### src/verilog/dsp_add_align_defs.svh
// dsp_add_align_defs.svh: offsets, fields and reset values of the
// add and align datapath.
// assumes inclusion by bare name
`ifndef DSP_ADD_ALIGN_DEFS_SVH
`define DSP_ADD_ALIGN_DEFS_SVH

// byte addresses on the register bus
`define CTRL_REG_OFS      8'h00
`define INT_STATUS_OFS    8'h04
`define INT_MASK_OFS      8'h08
`define LAST_RESULT_OFS   8'h0C

// control register fields
`define CTRL_OVF_BIT      20
`define CTRL_CARRY_BIT    13

// interrupt status and mask fields
`define INT_OVF_BIT       0
`define INT_BYTE_POS_BIT  1
`define INT_BITS          2

// reset values
`define CTRL_OVF_RST      1'h0
`define CTRL_CARRY_RST    1'h0
`define INT_RST           2'h0
`define RESULT_RST        32'h00000000

// bus responses
`define RESP_OKAY         2'h0
`define RESP_SLVERR       2'h2

`endif

### src/verilog/dsp_add_align_pkg.sv
// dsp_add_align_pkg: types shared by the datapath and its users.
// assumes the pipeline encodes its operation with op_t
package dsp_add_align_pkg;

    // operations carried out by the datapath
    typedef enum logic [2:0] {
        OP_QUAD_BYTE_ADD_WRAP,
        OP_QUAD_BYTE_ADD_SAT,
        OP_WORD_ADD_WITH_CARRY,
        OP_WORD_ADD_SET_CARRY,
        OP_QUAD_BYTE_HALVING_ADD,
        OP_QUAD_BYTE_HALVING_ADD_ROUND,
        OP_SHIFT_APPEND,
        OP_TWO_REG_BYTE_ALIGN
    } op_t;

endpackage

### src/verilog/quad_byte_lanes.sv
// quad_byte_lanes: combinational per-lane unsigned byte adders.
// assumes operands settle in the cycle; no state
`timescale 1ns/1ps
`default_nettype none

module quad_byte_lanes #(
    parameter int LANE_W = 8,
    parameter int LANES  = 4
) (
    input  wire logic [LANE_W*LANES-1:0] i_src_a,
    input  wire logic [LANE_W*LANES-1:0] i_src_b,
    output logic      [LANE_W*LANES-1:0] o_wrap,
    output logic      [LANE_W*LANES-1:0] o_sat,
    output logic      [LANE_W*LANES-1:0] o_half,
    output logic      [LANE_W*LANES-1:0] o_half_round,
    output logic      [LANES-1:0]        o_carry
);

    ////////////////////////////////////////////////////////////////////
    // the bus-side word is fixed at 32 bits
    if (LANE_W * LANES != 32) begin : g_bad_width
        $error("quad_byte_lanes serves only 32-bit words");
    end

    ////////////////////////////////////////////////////////////////////
    // one adder per lane, no carry chain between lanes
    for (genvar l = 0; l < LANES; l++) begin : g_lane
        logic [LANE_W:0] sum;
        logic [LANE_W:0] sum_rnd;

        // nine-bit sums; each lane sees only its own bytes
        assign sum = {1'b0, i_src_a[l*LANE_W +: LANE_W]}
                   + {1'b0, i_src_b[l*LANE_W +: LANE_W]}; // [RULE1]
        // max 0x1FE, so +1 never leaves nine bits
        assign sum_rnd = sum + {{LANE_W{1'b0}}, 1'b1};    // [RULE8]

        assign o_carry[l] = sum[LANE_W];                  // [RULE16]
        assign o_wrap[l*LANE_W +: LANE_W] =
            sum[LANE_W-1:0];                              // [RULE2]
        assign o_sat[l*LANE_W +: LANE_W] = sum[LANE_W]
            ? {LANE_W{1'b1}} : sum[LANE_W-1:0];           // [RULE3]
        assign o_half[l*LANE_W +: LANE_W] =
            sum[LANE_W:1];                                // [RULE7]
        assign o_half_round[l*LANE_W +: LANE_W] =
            sum_rnd[LANE_W:1];                            // [RULE8]
    end

endmodule // quad_byte_lanes

`default_nettype wire

### src/verilog/dsp_add_align_datapath.sv
// dsp_add_align_datapath: add, append and align unit, its flags
// and an AXI4-Lite slave.
// assumes at most one op per cycle on one clock;
// decode and register file stay in the pipeline.
//
// Operation
// [RULE1] Quad byte adds add each byte lane of one source to the same lane.
// [RULE2] The wrapping quad byte add keeps each lane sum modulo 256.
// [RULE3] The saturating quad byte add clamps an overflowing lane to 0xFF.
// [RULE4] Both quad byte adds set bit 20 on any lane carry, else keep it.
// [RULE5] Add with carry writes both words plus control bit 13, 32 bits.
// [RULE6] Add with carry sets bit 20 when signed sum bits 32 and 31 differ.
// [RULE7] Halving add writes bits 8..1 of each nine-bit lane sum.
// [RULE8] Rounding halving add adds one to each lane sum, then drops bit 0.
// [RULE9] Both halving adds leave the whole control register untouched.
// [RULE10] Append shifts the target left, filling with low source bits.
// [RULE11] Byte align ORs target << 8*pos with source >> 8*(4-pos).
// [RULE12] The byte position is an unsigned two-bit value from 0 to 3.
// [RULE13] No operation traps; overflow shows only in control flags. Here overflow also sets interrupt status bit 0 and can raise o_irq.
// [RULE14] Add and set carry writes its unsigned carry out into bit 13.
// [RULE15] Byte positions 0 and 2 are undefined; only 1 and 3 are defined.
// [RULE16] Lanes are independent; a lane's overflow is its ninth bit only.
// [RULE17] Overflow is sticky: operations only set it, software clears it.
//
// The address map and the AXI4-Lite slave port were chosen for this implementation.
`timescale 1ns/1ps
`default_nettype none
`include "dsp_add_align_defs.svh"

module dsp_add_align_datapath
    import dsp_add_align_pkg::*;
#(
    parameter int ADDR_W = 8
) (
    input  wire logic              i_clk,
    input  wire logic              i_reset,
    // operation from the pipeline
    input  wire logic              i_op_valid,
    input  wire op_t               i_op_code,
    input  wire logic [31:0]       i_src_a,
    input  wire logic [31:0]       i_src_b,
    input  wire logic [4:0]        i_shift_amount,
    input  wire logic [1:0]        i_byte_position,
    // result to the pipeline
    output logic                   o_result_valid,
    output logic      [31:0]       o_result,
    output logic                   o_result_unpredictable,
    output logic                   o_ovf_flag,
    output logic                   o_carry_flag,
    // register bus
    input  wire logic [ADDR_W-1:0] i_awaddr,
    input  wire logic [2:0]        i_awprot,
    input  wire logic              i_awvalid,
    output logic                   o_awready,
    input  wire logic [31:0]       i_wdata,
    input  wire logic [3:0]        i_wstrb,
    input  wire logic              i_wvalid,
    output logic                   o_wready,
    output logic      [1:0]        o_bresp,
    output logic                   o_bvalid,
    input  wire logic              i_bready,
    input  wire logic [ADDR_W-1:0] i_araddr,
    input  wire logic [2:0]        i_arprot,
    input  wire logic              i_arvalid,
    output logic                   o_arready,
    output logic      [31:0]       o_rdata,
    output logic      [1:0]        o_rresp,
    output logic                   o_rvalid,
    input  wire logic              i_rready,
    // interrupt
    output logic                   o_irq
);

    ////////////////////////////////////////////////////////////////////
    // elaboration checks
    if (ADDR_W < 4) begin : g_bad_addr
        $error("address too narrow for the register map");
    end

    ////////////////////////////////////////////////////////////////////
    // declarations
    logic              ctrl_ovf;
    logic              ctrl_carry;
    logic [`INT_BITS-1:0] int_status;
    logic [`INT_BITS-1:0] int_mask;
    logic [31:0]       q_wrap;
    logic [31:0]       q_sat;
    logic [31:0]       q_half;
    logic [31:0]       q_half_round;
    logic [3:0]        q_carry;
    logic [32:0]       sum_carry;
    logic [32:0]       sum_set_carry;
    logic [31:0]       append_mask;
    logic [31:0]       append_word;
    logic [63:0]       align_wide;
    logic [31:0]       next_result;
    logic              next_ovf_set;
    logic              next_carry_wr;
    logic              next_carry_val;
    logic              next_unpredictable;
    logic              wr_go;
    logic              rd_go;
    logic [ADDR_W-1:0] wr_word;
    logic [ADDR_W-1:0] rd_word;
    logic              wr_ctrl;
    logic              wr_status;
    logic              wr_mask;
    logic              wr_hit;
    logic              ovf_clear;
    logic [`INT_BITS-1:0] int_event;
    logic [`INT_BITS-1:0] status_clear;
    logic [31:0]       ctrl_word;

    ////////////////////////////////////////////////////////////////////
    // byte lane adders
    quad_byte_lanes #(
        .LANE_W (8),
        .LANES  (4)
    ) u_lanes (
        .i_src_a      (i_src_a),
        .i_src_b      (i_src_b),
        .o_wrap       (q_wrap),
        .o_sat        (q_sat),
        .o_half       (q_half),
        .o_half_round (q_half_round),
        .o_carry      (q_carry)
    );

    ////////////////////////////////////////////////////////////////////
    // word adders
    // signed 33-bit sum with the stored carry at the bottom
    assign sum_carry = {i_src_a[31], i_src_a}
                     + {i_src_b[31], i_src_b}
                     + {32'h00000000, ctrl_carry};         // [RULE5]
    // unsigned sum whose top bit is the new carry
    assign sum_set_carry = {1'b0, i_src_a} + {1'b0, i_src_b};

    // append mask: shift_amount low bits set
    assign append_mask = (32'h00000001 << i_shift_amount)
                       - 32'h00000001;
    assign append_word = (i_src_b << i_shift_amount)
                       | (i_src_a & append_mask);           // [RULE10]

    // align: top word of {b,a} << 8*pos holds both terms
    assign align_wide = {i_src_b, i_src_a}
                      << {i_byte_position, 3'h0};           // [RULE12]

    ////////////////////////////////////////////////////////////////////
    // operation select; nothing here can trap on operand values
    always_comb begin // [RULE13]
        next_result        = i_src_b;
        next_ovf_set       = 1'b0;
        next_carry_wr      = 1'b0;
        next_carry_val     = 1'b0;
        next_unpredictable = 1'b0;
        unique case (i_op_code)
            OP_QUAD_BYTE_ADD_WRAP: begin
                next_result  = q_wrap;                      // [RULE2]
                next_ovf_set = |q_carry;                    // [RULE4]
            end
            OP_QUAD_BYTE_ADD_SAT: begin
                next_result  = q_sat;                       // [RULE3]
                next_ovf_set = |q_carry;                    // [RULE4]
            end
            OP_WORD_ADD_WITH_CARRY: begin
                next_result  = sum_carry[31:0];             // [RULE5]
                next_ovf_set = sum_carry[32]
                             ^ sum_carry[31];               // [RULE6]
            end
            OP_WORD_ADD_SET_CARRY: begin
                next_result    = sum_set_carry[31:0];
                next_carry_wr  = 1'b1;                      // [RULE14]
                next_carry_val = sum_set_carry[32];         // [RULE14]
            end
            OP_QUAD_BYTE_HALVING_ADD: begin
                next_result = q_half;                       // [RULE9]
            end
            OP_QUAD_BYTE_HALVING_ADD_ROUND: begin
                next_result = q_half_round;                 // [RULE9]
            end
            OP_SHIFT_APPEND: begin
                next_result = append_word;                  // [RULE10]
            end
            OP_TWO_REG_BYTE_ALIGN: begin
                next_result = align_wide[63:32];            // [RULE11]
                // positions 0 and 2 are flagged, value left as formed
                next_unpredictable =
                    ~i_byte_position[0];                    // [RULE15]
            end
        endcase
    end

    ////////////////////////////////////////////////////////////////////
    // result register, one cycle after the op
    always_ff @(posedge i_clk or posedge i_reset) begin
        if (i_reset) begin
            o_result_valid         <= 1'b0;
            o_result               <= `RESULT_RST;
            o_result_unpredictable <= 1'b0;
        end else begin
            o_result_valid <= i_op_valid;
            if (i_op_valid) begin
                o_result               <= next_result;
                o_result_unpredictable <= next_unpredictable;
            end
        end
    end

    ////////////////////////////////////////////////////////////////////
    // register bus decode
    // aw and w taken together at one edge
    assign wr_go     = i_awvalid & i_wvalid & ~o_bvalid;
    assign o_awready = wr_go;
    assign o_wready  = wr_go;
    assign rd_go     = i_arvalid & ~o_rvalid;
    assign o_arready = rd_go;

    assign wr_word   = {i_awaddr[ADDR_W-1:2], 2'h0};
    assign rd_word   = {i_araddr[ADDR_W-1:2], 2'h0};
    assign wr_ctrl   = wr_go & (wr_word == ADDR_W'(`CTRL_REG_OFS));
    assign wr_status = wr_go & (wr_word == ADDR_W'(`INT_STATUS_OFS));
    assign wr_mask   = wr_go & (wr_word == ADDR_W'(`INT_MASK_OFS));
    assign wr_hit    = wr_ctrl | wr_status | wr_mask
                     | (wr_word == ADDR_W'(`LAST_RESULT_OFS));

    // software clears the flag by writing zero in byte 2
    assign ovf_clear = wr_ctrl & i_wstrb[`CTRL_OVF_BIT/8]
                     & ~i_wdata[`CTRL_OVF_BIT];

    ////////////////////////////////////////////////////////////////////
    // sticky overflow flag; a set in the clearing cycle wins
    always_ff @(posedge i_clk or posedge i_reset) begin
        if (i_reset) begin
            ctrl_ovf <= `CTRL_OVF_RST;
        end else if (i_op_valid & next_ovf_set) begin
            ctrl_ovf <= 1'b1;                               // [RULE17]
        end else if (ovf_clear) begin
            ctrl_ovf <= 1'b0;
        end
    end

    ////////////////////////////////////////////////////////////////////
    // carry bit; the datapath write beats a software write
    always_ff @(posedge i_clk or posedge i_reset) begin
        if (i_reset) begin
            ctrl_carry <= `CTRL_CARRY_RST;
        end else if (i_op_valid & next_carry_wr) begin
            ctrl_carry <= next_carry_val;                   // [RULE14]
        end else if (wr_ctrl & i_wstrb[`CTRL_CARRY_BIT/8]) begin
            ctrl_carry <= i_wdata[`CTRL_CARRY_BIT];
        end
    end

    assign o_ovf_flag   = ctrl_ovf;
    assign o_carry_flag = ctrl_carry;

    ////////////////////////////////////////////////////////////////////
    // events: overflow, undefined align position
    assign int_event[`INT_OVF_BIT]      = i_op_valid & next_ovf_set;
    assign int_event[`INT_BYTE_POS_BIT] = i_op_valid
                                        & next_unpredictable;
    assign status_clear = (wr_status & i_wstrb[0])
                        ? i_wdata[`INT_BITS-1:0]
                        : `INT_RST;

    // write one to clear; an event in the same cycle keeps its bit
    always_ff @(posedge i_clk or posedge i_reset) begin
        if (i_reset) begin
            int_status <= `INT_RST;
        end else begin
            int_status <= (int_status & ~status_clear) | int_event;
        end
    end

    // interrupt mask, one enables a status bit
    always_ff @(posedge i_clk or posedge i_reset) begin
        if (i_reset) begin
            int_mask <= `INT_RST;
        end else if (wr_mask & i_wstrb[0]) begin
            int_mask <= i_wdata[`INT_BITS-1:0];
        end
    end

    // level output, combinational from four flops
    assign o_irq = |(int_status & int_mask);

    ////////////////////////////////////////////////////////////////////
    // write response, one cycle after both channels are taken
    always_ff @(posedge i_clk or posedge i_reset) begin
        if (i_reset) begin
            o_bvalid <= 1'b0;
            o_bresp  <= `RESP_OKAY;
        end else if (wr_go) begin
            o_bvalid <= 1'b1;
            // the result register is read only but still mapped
            o_bresp  <= wr_hit ? `RESP_OKAY : `RESP_SLVERR;
        end else if (i_bready) begin
            o_bvalid <= 1'b0;
        end
    end

    ////////////////////////////////////////////////////////////////////
    // read data, one cycle after the address is taken
    always_comb begin
        ctrl_word = 32'h00000000;
        ctrl_word[`CTRL_OVF_BIT]   = ctrl_ovf;
        ctrl_word[`CTRL_CARRY_BIT] = ctrl_carry;
    end

    always_ff @(posedge i_clk or posedge i_reset) begin
        if (i_reset) begin
            o_rvalid <= 1'b0;
            o_rdata  <= 32'h00000000;
            o_rresp  <= `RESP_OKAY;
        end else if (rd_go) begin
            o_rvalid <= 1'b1;
            o_rresp  <= `RESP_OKAY;
            unique case (rd_word)
                ADDR_W'(`CTRL_REG_OFS):    o_rdata <= ctrl_word;
                ADDR_W'(`INT_STATUS_OFS):
                    o_rdata <= {30'h00000000, int_status};
                ADDR_W'(`INT_MASK_OFS):
                    o_rdata <= {30'h00000000, int_mask};
                ADDR_W'(`LAST_RESULT_OFS): o_rdata <= o_result;
                default: begin
                    // unmapped: zero data with an error answer
                    o_rdata <= 32'h00000000;
                    o_rresp <= `RESP_SLVERR;
                end
            endcase
        end else if (i_rready) begin
            o_rvalid <= 1'b0;
        end
    end

endmodule // dsp_add_align_datapath

`default_nettype wire

### config.mk
export PLATFORM = sky130hd
export DESIGN_NAME = dsp_add_align_datapath
export DESIGN_NICKNAME = d
export VERILOG_FILES = /design/src/verilog/dsp_add_align_pkg.sv /design/src/verilog/quad_byte_lanes.sv /design/src/verilog/dsp_add_align_datapath.sv
export VERILOG_INCLUDE_DIRS = /design/src /design/src/verilog
export SDC_FILE = /design/constraint.sdc
export NUM_CORES = 1
export LEC_CHECK = 0
export BUFFER_PORTS_ARGS = -buffer_cell sky130_fd_sc_hd__buf_2
export CAP_MARGIN = 20
export CORE_MARGIN = 4
export CORE_UTILIZATION = 55
export CTS_CLUSTER_SIZE = 10
export DETAILED_ROUTE_END_ITERATION = 10
export PLACE_DENSITY = 0.9
export SKIP_LAST_GASP = 1
export SYNTH_ARGS = -nofsm -noshare
export SYNTH_HDL_FRONTEND = slang
export SYNTH_SLANG_ARGS = --single-unit
### constraint.sdc
create_clock -name i_clk -period 3.9 [get_ports i_clk]
set_clock_uncertainty 0.1 [all_clocks]
set_input_delay 0.585 -clock i_clk [delete_from_list [all_inputs] [get_ports i_clk]]
set_output_delay 0.585 -clock i_clk [all_outputs]
set_load 0.02 [all_outputs]
==> results.ini, run 1 <==
[placed_design]
dpl-instance-area_um2 = 13030
port_buffers = 176
finalWeightedCongestion = 1.132
dp_hpwl_mm = 43.15

[layout]
final_area_um2 = 13400
seqCellArea_um2 = 1902
num-fill-cells = 1723
drive_above_1_share_pct = 23.85
fin_nets = 1873
area_growth_pct = 18.26
utilization_pct = 66.20
num_antenna_cells = 0
multi_input_area_um2 = 8707

[clock_network]
cts_resized = 0
cts_root_buf = clkbuf_16
cts_tree = yes
clk_path_buf_depth = 2
ctsHoldBuffers = 0
clkLatencyLatePin_ns = 0.33
numCtsBuffers = 9
clk_pin_slew_worst_paths_ns = 0.06
clock-sinks = 76
post_cts_buffers = 0
htreeDepth = 3

[timing]
max_freq_mhz = 273.4
worst_pin_slew_ns = 1.097
finalSetupViolCount = 0
relSlewSlack_pct = 26.86
setup_tns_ns = 0
min_period_ns = 3.657
drv_slew = 0
rsz0062_at_grt = false
hold_violations = 0
period_share_pct = 93.78

[critical_path]
cp-end-kind = flop
max_stage_delay_ns = 0.78
startpoint = i_src_a[8]
worstPathCellList = buf_2 > ha_1 > inv_1 > fa_1 > nor2b_1 > o21ai_1 > a21oi_1 > nor2_1 > a21oi_1 > a2111oi_0 > buf_4 > o2bb2ai_1
timing.rr.start = o_carry_flag
crit_slowest_cell = a2111oi_0
path_common_cell = a21oi_1
start_kind = primary input
required_ns = 4.01
crit_fanout = 12
cp_data_arrival_time_ns = 3.76
crit_type = primary input to flop

[detailed_routing]
vias = 14293
wl_per_cell_um = 28.24
drtPass1Iterations = 10
wirelength_mm = 55.46
antenna_left = 0
first_iter_violations = 2040
vias_per_cell = 7.277
post-route-drc-count = 1

[power_and_ir_drop]
p_per_area_nw_per_um2 = 313.5
comb_power_share_pct = 52.9
clkPwrFrac_pct = 24.3
ir_drop_mv = 0.2148
p_sw_share_pct = 43.81
internal_power_mw = 2.360
sequentialPowerShare_pct = 22.8
static-leakage-power_nw = 5.725
switchingPower_mw = 1.839

[synth]
async_reset_ff_share_pct = 100.0
synth_area_um2 = 11330
synthCells = 1490
netlist_top_cells_area = dfrtp_1 17%, a21oi_1 6.4%, mux4_2 6.2%
yosys.area.top_type = dfrtp_1
synth_top_area_share_pct = 16.79
synth_top_flop_cell = dfrtp_1
synth_top_cells_by_count = 155 x nand2_1, 145 x a21oi_1, 130 x o21ai_0, 124 x nor2_1, 76 x dfrtp_1
synth-edff-count = 0
syn_area_per_cell_um2 = 7.602
ys_seq_area_share_pct = 16.79
synth.most_common_cell = nand2_1
synth_cell_types = 83
yosysWarnings = 0
ys_seq_elements = 76

[grt]
grt_max_degree = 46
grt_pass1_wl_mm = 80.84
antenna_found_initial = 2
grtUsageTotal_pct = 47.04
grt_pass1_vias = 13329
grt_remaining_overflow = 0

[status]
violations = design-rule violations
status = complete, but fails checks

[die]
die_h_um = 151.5
ioPinCount = 218
die-area_um2 = 22960
start_util_pct = 55.98
rows = 52
die_x_um = 151.5
core_um2 = 20230

[min_path]
min_path_type = primary input to async pin

[run]
cap_violations = 0

==> path summary, 6_finish.rpt <==
kind,endpoint,slack [ns],cells after the start
min in group i_clk,o_bvalid,0.35,2
worst min register to register,o_rdata[10],0.40,1
worst max-delay path,o_result[9],0.24,12
worst max register to register,int_status[0],0.39,11
worst min-delay path,o_result[2],0.20,2
max in group asynchronous,o_bresp[1],2.58,3
==> flip-flops by register name, summed over array words and instances, names as in the netlist <==
name / cells
o_result_valid: 1
o_rresp: 1
o_bresp: 1
int_status: 2
o_rvalid: 1
o_rdata: 32
o_ovf_flag: 1
o_bvalid: 1
o_carry_flag: 1
int_mask: 2
o_result: 32
o_result_unpredictable: 1
==> per-layer routing <==
layer,wire [µm],global-route usage (%),up-vias
li1,-,-,6062
met1,20230,61.60,6617
met2,22540,69.04,1340
met3,8317,12.37,270
met4,4354,29.25,4
met5,25,0,-
==> worst max-delay path: cells and delay by family <==
kind	cells	cell delay, ns
AOI/OAI and AO/OA	5	1.29
and+or+nand+nor	2	0.81
adders and majority gates	2	0.63
buffers and inverters	3	0.44
==> stage by stage <==
stage	power [mW]	hold WS [ns]	std cells	setup slack, ns
floorplan	2.254	0.3670	1491	0.7033
global placement	3.036	0.3604	1949	0.1172
detailed placement	3.068	0.3716	1949	0.1614
CTS	4.086	0.2112	1964	0.4565
global route	4.341	0.2442	1964	0.1220
finish	4.199	0.1964	1964	0.2427
==> placed cells by master (no fill, tap or decap), types with 8 or more instances in the layout <==
master / count
o211ai_1: 21
nand4_1: 22
buf_2: 176
nor3_1: 30
a21o_1: 13
nand2_1: 155
o22ai_1: 24
a22o_1: 30
a311oi_1: 8
a22oi_1: 16
o21ai_0: 130
dfrtp_1: 76
inv_1: 38
a31oi_1: 20
nand3_1: 44
a21oi_1: 145
mux4_1: 8
a211oi_1: 31
mux4_2: 31
xor2_1: 36
clkbuf_16: 9
mux2_2: 18
buf_4: 134
nor2_1: 124
nor2b_1: 14
nor4_1: 12
mux2i_1: 47
xnor2_1: 48
ha_1: 37
o21a_1: 12
a221oi_1: 13
==> cell families (layout without fill, tap and decap cells) <==
kind of cell	count (synthesis)	in the layout	share of synthesized area, %
buffers and inverters	166	369	6.374
DFF	76	76	16.79
and+or+nand+nor	457	457	18.70
AOI/OAI and AO/OA	559	559	32.50
other	1	2	0.03311
xor gates and xnor gates	84	84	6.495
adders and majority gates	43	43	5.147
muxes	104	104	13.96
==> power groups by stage <==
stage,combinational (mW),sequential [mW],clock (mW)
3_3_place_gp,2.08,0.955,0
5_1_grt,2.33,0.961,1.05
3_5_place_dp,2.10,0.963,0
2_1_floorplan,1.23,1.03,0
6_report,2.22,0.957,1.02
4_1_cts,2.12,0.952,1.01
==> cell type report <==
cell class	count	share of cell area, %
multi-input combinational	1249	65.00
clock inverter	6	1.027
timing repair buffer	312	14.38
inverter	42	1.186
tap	270	2.522
clock buffer	9	1.681
sequential	76	14.20
No activity file was read; power rests on OpenSTA's default activity.
==> run 2: changes to the inputs <==
==> constraint.sdc (replaced) <==
create_clock -name i_clk -period 3.9 [get_ports i_clk]
set_clock_uncertainty 0.1 [all_clocks]
set_input_delay 0 -clock i_clk [delete_from_list [all_inputs] [get_ports i_clk]]
set_output_delay 0 -clock i_clk [all_outputs]
set_load 0.02 [all_outputs]
==> run 2 against run 1 <==
  * The flow now finishes without violations
  * Critical path depth fell by 3
  * Die area did not move
  * Total power fell by 5.1%
  * Sequential power rose by 0.7%
  * Wire length rose by 0.88%
  * Sequential share of layout area rose by 0.42 points
  * Largest cell class unchanged
==> results.ini, run 2 (synthesis gave the netlist of run 1 again) <==
[placed_design]
port_buffers = 176
dpl-instance-area_um2 = 12570
dp_hpwl_mm = 42.28
finalWeightedCongestion = 1.133

[critical_path]
cp_data_arrival_time_ns = 3.67
critPathBufInv = 1
crit_slowest_cell = a2111oi_0
crit_type = flop to flop
timing.rr.start = o_carry_flag
ff2ff_path_depth = 9
reg2reg_setup_slack_ns = 0.31
r2r-end = o_result[9]
required_ns = 3.98
critical_path.top_delay_family = compound AO/OA/AOI/OAI gates
cp-end-kind = flop
max_stage_delay_ns = 0.96
start_kind = flop
worstPathCellList = fa_1 > a211oi_1 > o21ai_1 > mux2_2 > a21oi_1 > buf_4 > xnor2_1 > a2111oi_0 > o2bb2ai_1
crit_fanout = 4

[run]
cap_violations = 0

[layout]
area_growth_pct = 14.85
final_cell_mix = 176 x buf_2, 155 x nand2_1, 145 x a21oi_1
num_antenna_cells = 0
final_common_cell = buf_2
fin_nets = 1826
top_regs = o_rdata x32, o_result x32
final_area_um2 = 13010
drive_above_1_share_pct = 21.00

[die]
core_um2 = 20230
die-area_um2 = 22960
die_h_um = 151.5
ioPinCount = 218
die_x_um = 151.5
start_util_pct = 55.98
rows = 52

[grt]
grtUsageTotal_pct = 47.14
antenna_found_initial = 2
grt_pass1_wl_mm = 81.48
grt_remaining_overflow = 0
grt_pass1_vias = 13183
grt_max_degree = 57

[power_and_ir_drop]
p_sw_share_pct = 46.28
ir_drop_mv = 0.2056
internal_power_mw = 2.141
switchingPower_mw = 1.844
sequentialPowerShare_pct = 24.2
static-leakage-power_nw = 5.471
clkPwrFrac_pct = 22.0
comb_power_share_pct = 53.8
p_per_area_nw_per_um2 = 306.4

[min_path]
min_path_type = primary input to flop
hp-start = i_araddr[3]
hold_end = o_rdata[1]
hold_path_depth = 3

[clock_network]
post_cts_buffers = 0
htreeDepth = 3
numCtsBuffers = 9
clock-sinks = 76
clkLatencyLatePin_ns = 0.33
cts_tree = yes
clk_pin_slew_worst_paths_ns = 0.06
clk_path_buf_depth = 2
cts_root_buf = clkbuf_16

[timing]
worst_pin_slew_ns = 1.075
hold_violations = 0
period_share_pct = 91.99
min_period_ns = 3.588
finalSetupViolCount = 0
max_freq_mhz = 278.7
drv_slew = 0
rsz0062_at_grt = false
setup_tns_ns = 0
relSlewSlack_pct = 26.45
timing.hold.ws_ns = 0.05425

[detailed_routing]
antenna_left = 0
vias = 14292
wirelength_mm = 55.95
wl_per_cell_um = 29.17
post-route-drc-count = 0
vias_per_cell = 7.452
drtPass1Iterations = 6
first_iter_violations = 2268

[status]
status = completed

## run 2: changes by cell type in the layout (fill, tap and decap cells not counted)
cell / delta
clkbuf_4: +1
clkinv_4: -1
buf_4: -59
buf_12: -1
clkbuf_8: +2
clkinv_2: +2
a2111oi_0: -1
bufinv_16: -3
dlygate4sd3_1: +12
inv_6: +1
a2111oi_1: +1
## run 2: worst max-delay path by stage
stage                            from           end  slack [ns]  cells after the start
floorplan                o_carry_flag  o_result[24]        0.91                     10
CTS                      o_carry_flag  o_result[16]        0.48                     10
global placement    i_shift_amount[3]  o_result[30]        0.36                     13
detailed placement  i_shift_amount[3]  o_result[30]        0.26                     13
finish                   o_carry_flag   o_result[9]        0.31                      9
global route             o_carry_flag  o_result[16]        0.25                     10
## run 2: power by group through the flow
| stage | Clock, mW | Sequential (mW) | Combinational (mW) |
|---|---|---|---|
| after detailed placement | 0 | 0.966 | 2.01 |
| after CTS | 0.866 | 0.953 | 2.04 |
| after global routing | 0.906 | 0.968 | 2.24 |
| after global placement | 0 | 0.958 | 1.99 |
| final | 0.878 | 0.964 | 2.14 |
| after floorplan | 0 | 1.03 | 1.23 |
## run 2: area by class of cell
cell class                 instances  area (µm²)
multi-input combinational       1249        8708
inverter                          42       158.9
sequential                        76        1902
fill                            1804        7226
clock inverter                     5       57.56
timing repair buffer             265        1592
tap                              270       337.8
clock buffer                      11       252.7
## run 2: worst min-delay path: stages
cell and delay (ns):
buf_2 0.16, a22oi_1 0.09, o21ai_0 0.19
## run 2: what timing repair did
item,CTS,global route
hold buffers,12,0
resized for setup,0,0
endpoints found under the hold margin,63,0
## run 2: metrics by stage
step / worst slack [ns] / utilization, % / power (mW) / cells
after floorplan: 0.9089 / - / 2.254 / 1491
after global placement: 0.3553 / 62.13 / 2.948 / 1889
after detailed placement: 0.2615 / 62.13 / 2.974 / 1889
after CTS: 0.4808 / 64.25 / 3.857 / 1917
after global routing: 0.2533 / 64.29 / 4.117 / 1918
final: 0.3124 / 64.29 / 3.985 / 1918
## run 2: per-layer routing
| metal | vias up | GRT usage [%] | wire length, µm |
|---|---|---|---|
| met1 | 6501 | 60.96 | 19600 |
| li1 | 5977 | - | - |
| met4 | 4 | 26.06 | 4104 |
| met3 | 321 | 15.50 | 9569 |
| met2 | 1489 | 69.42 | 22650 |
| met5 | - | 0 | 30 |
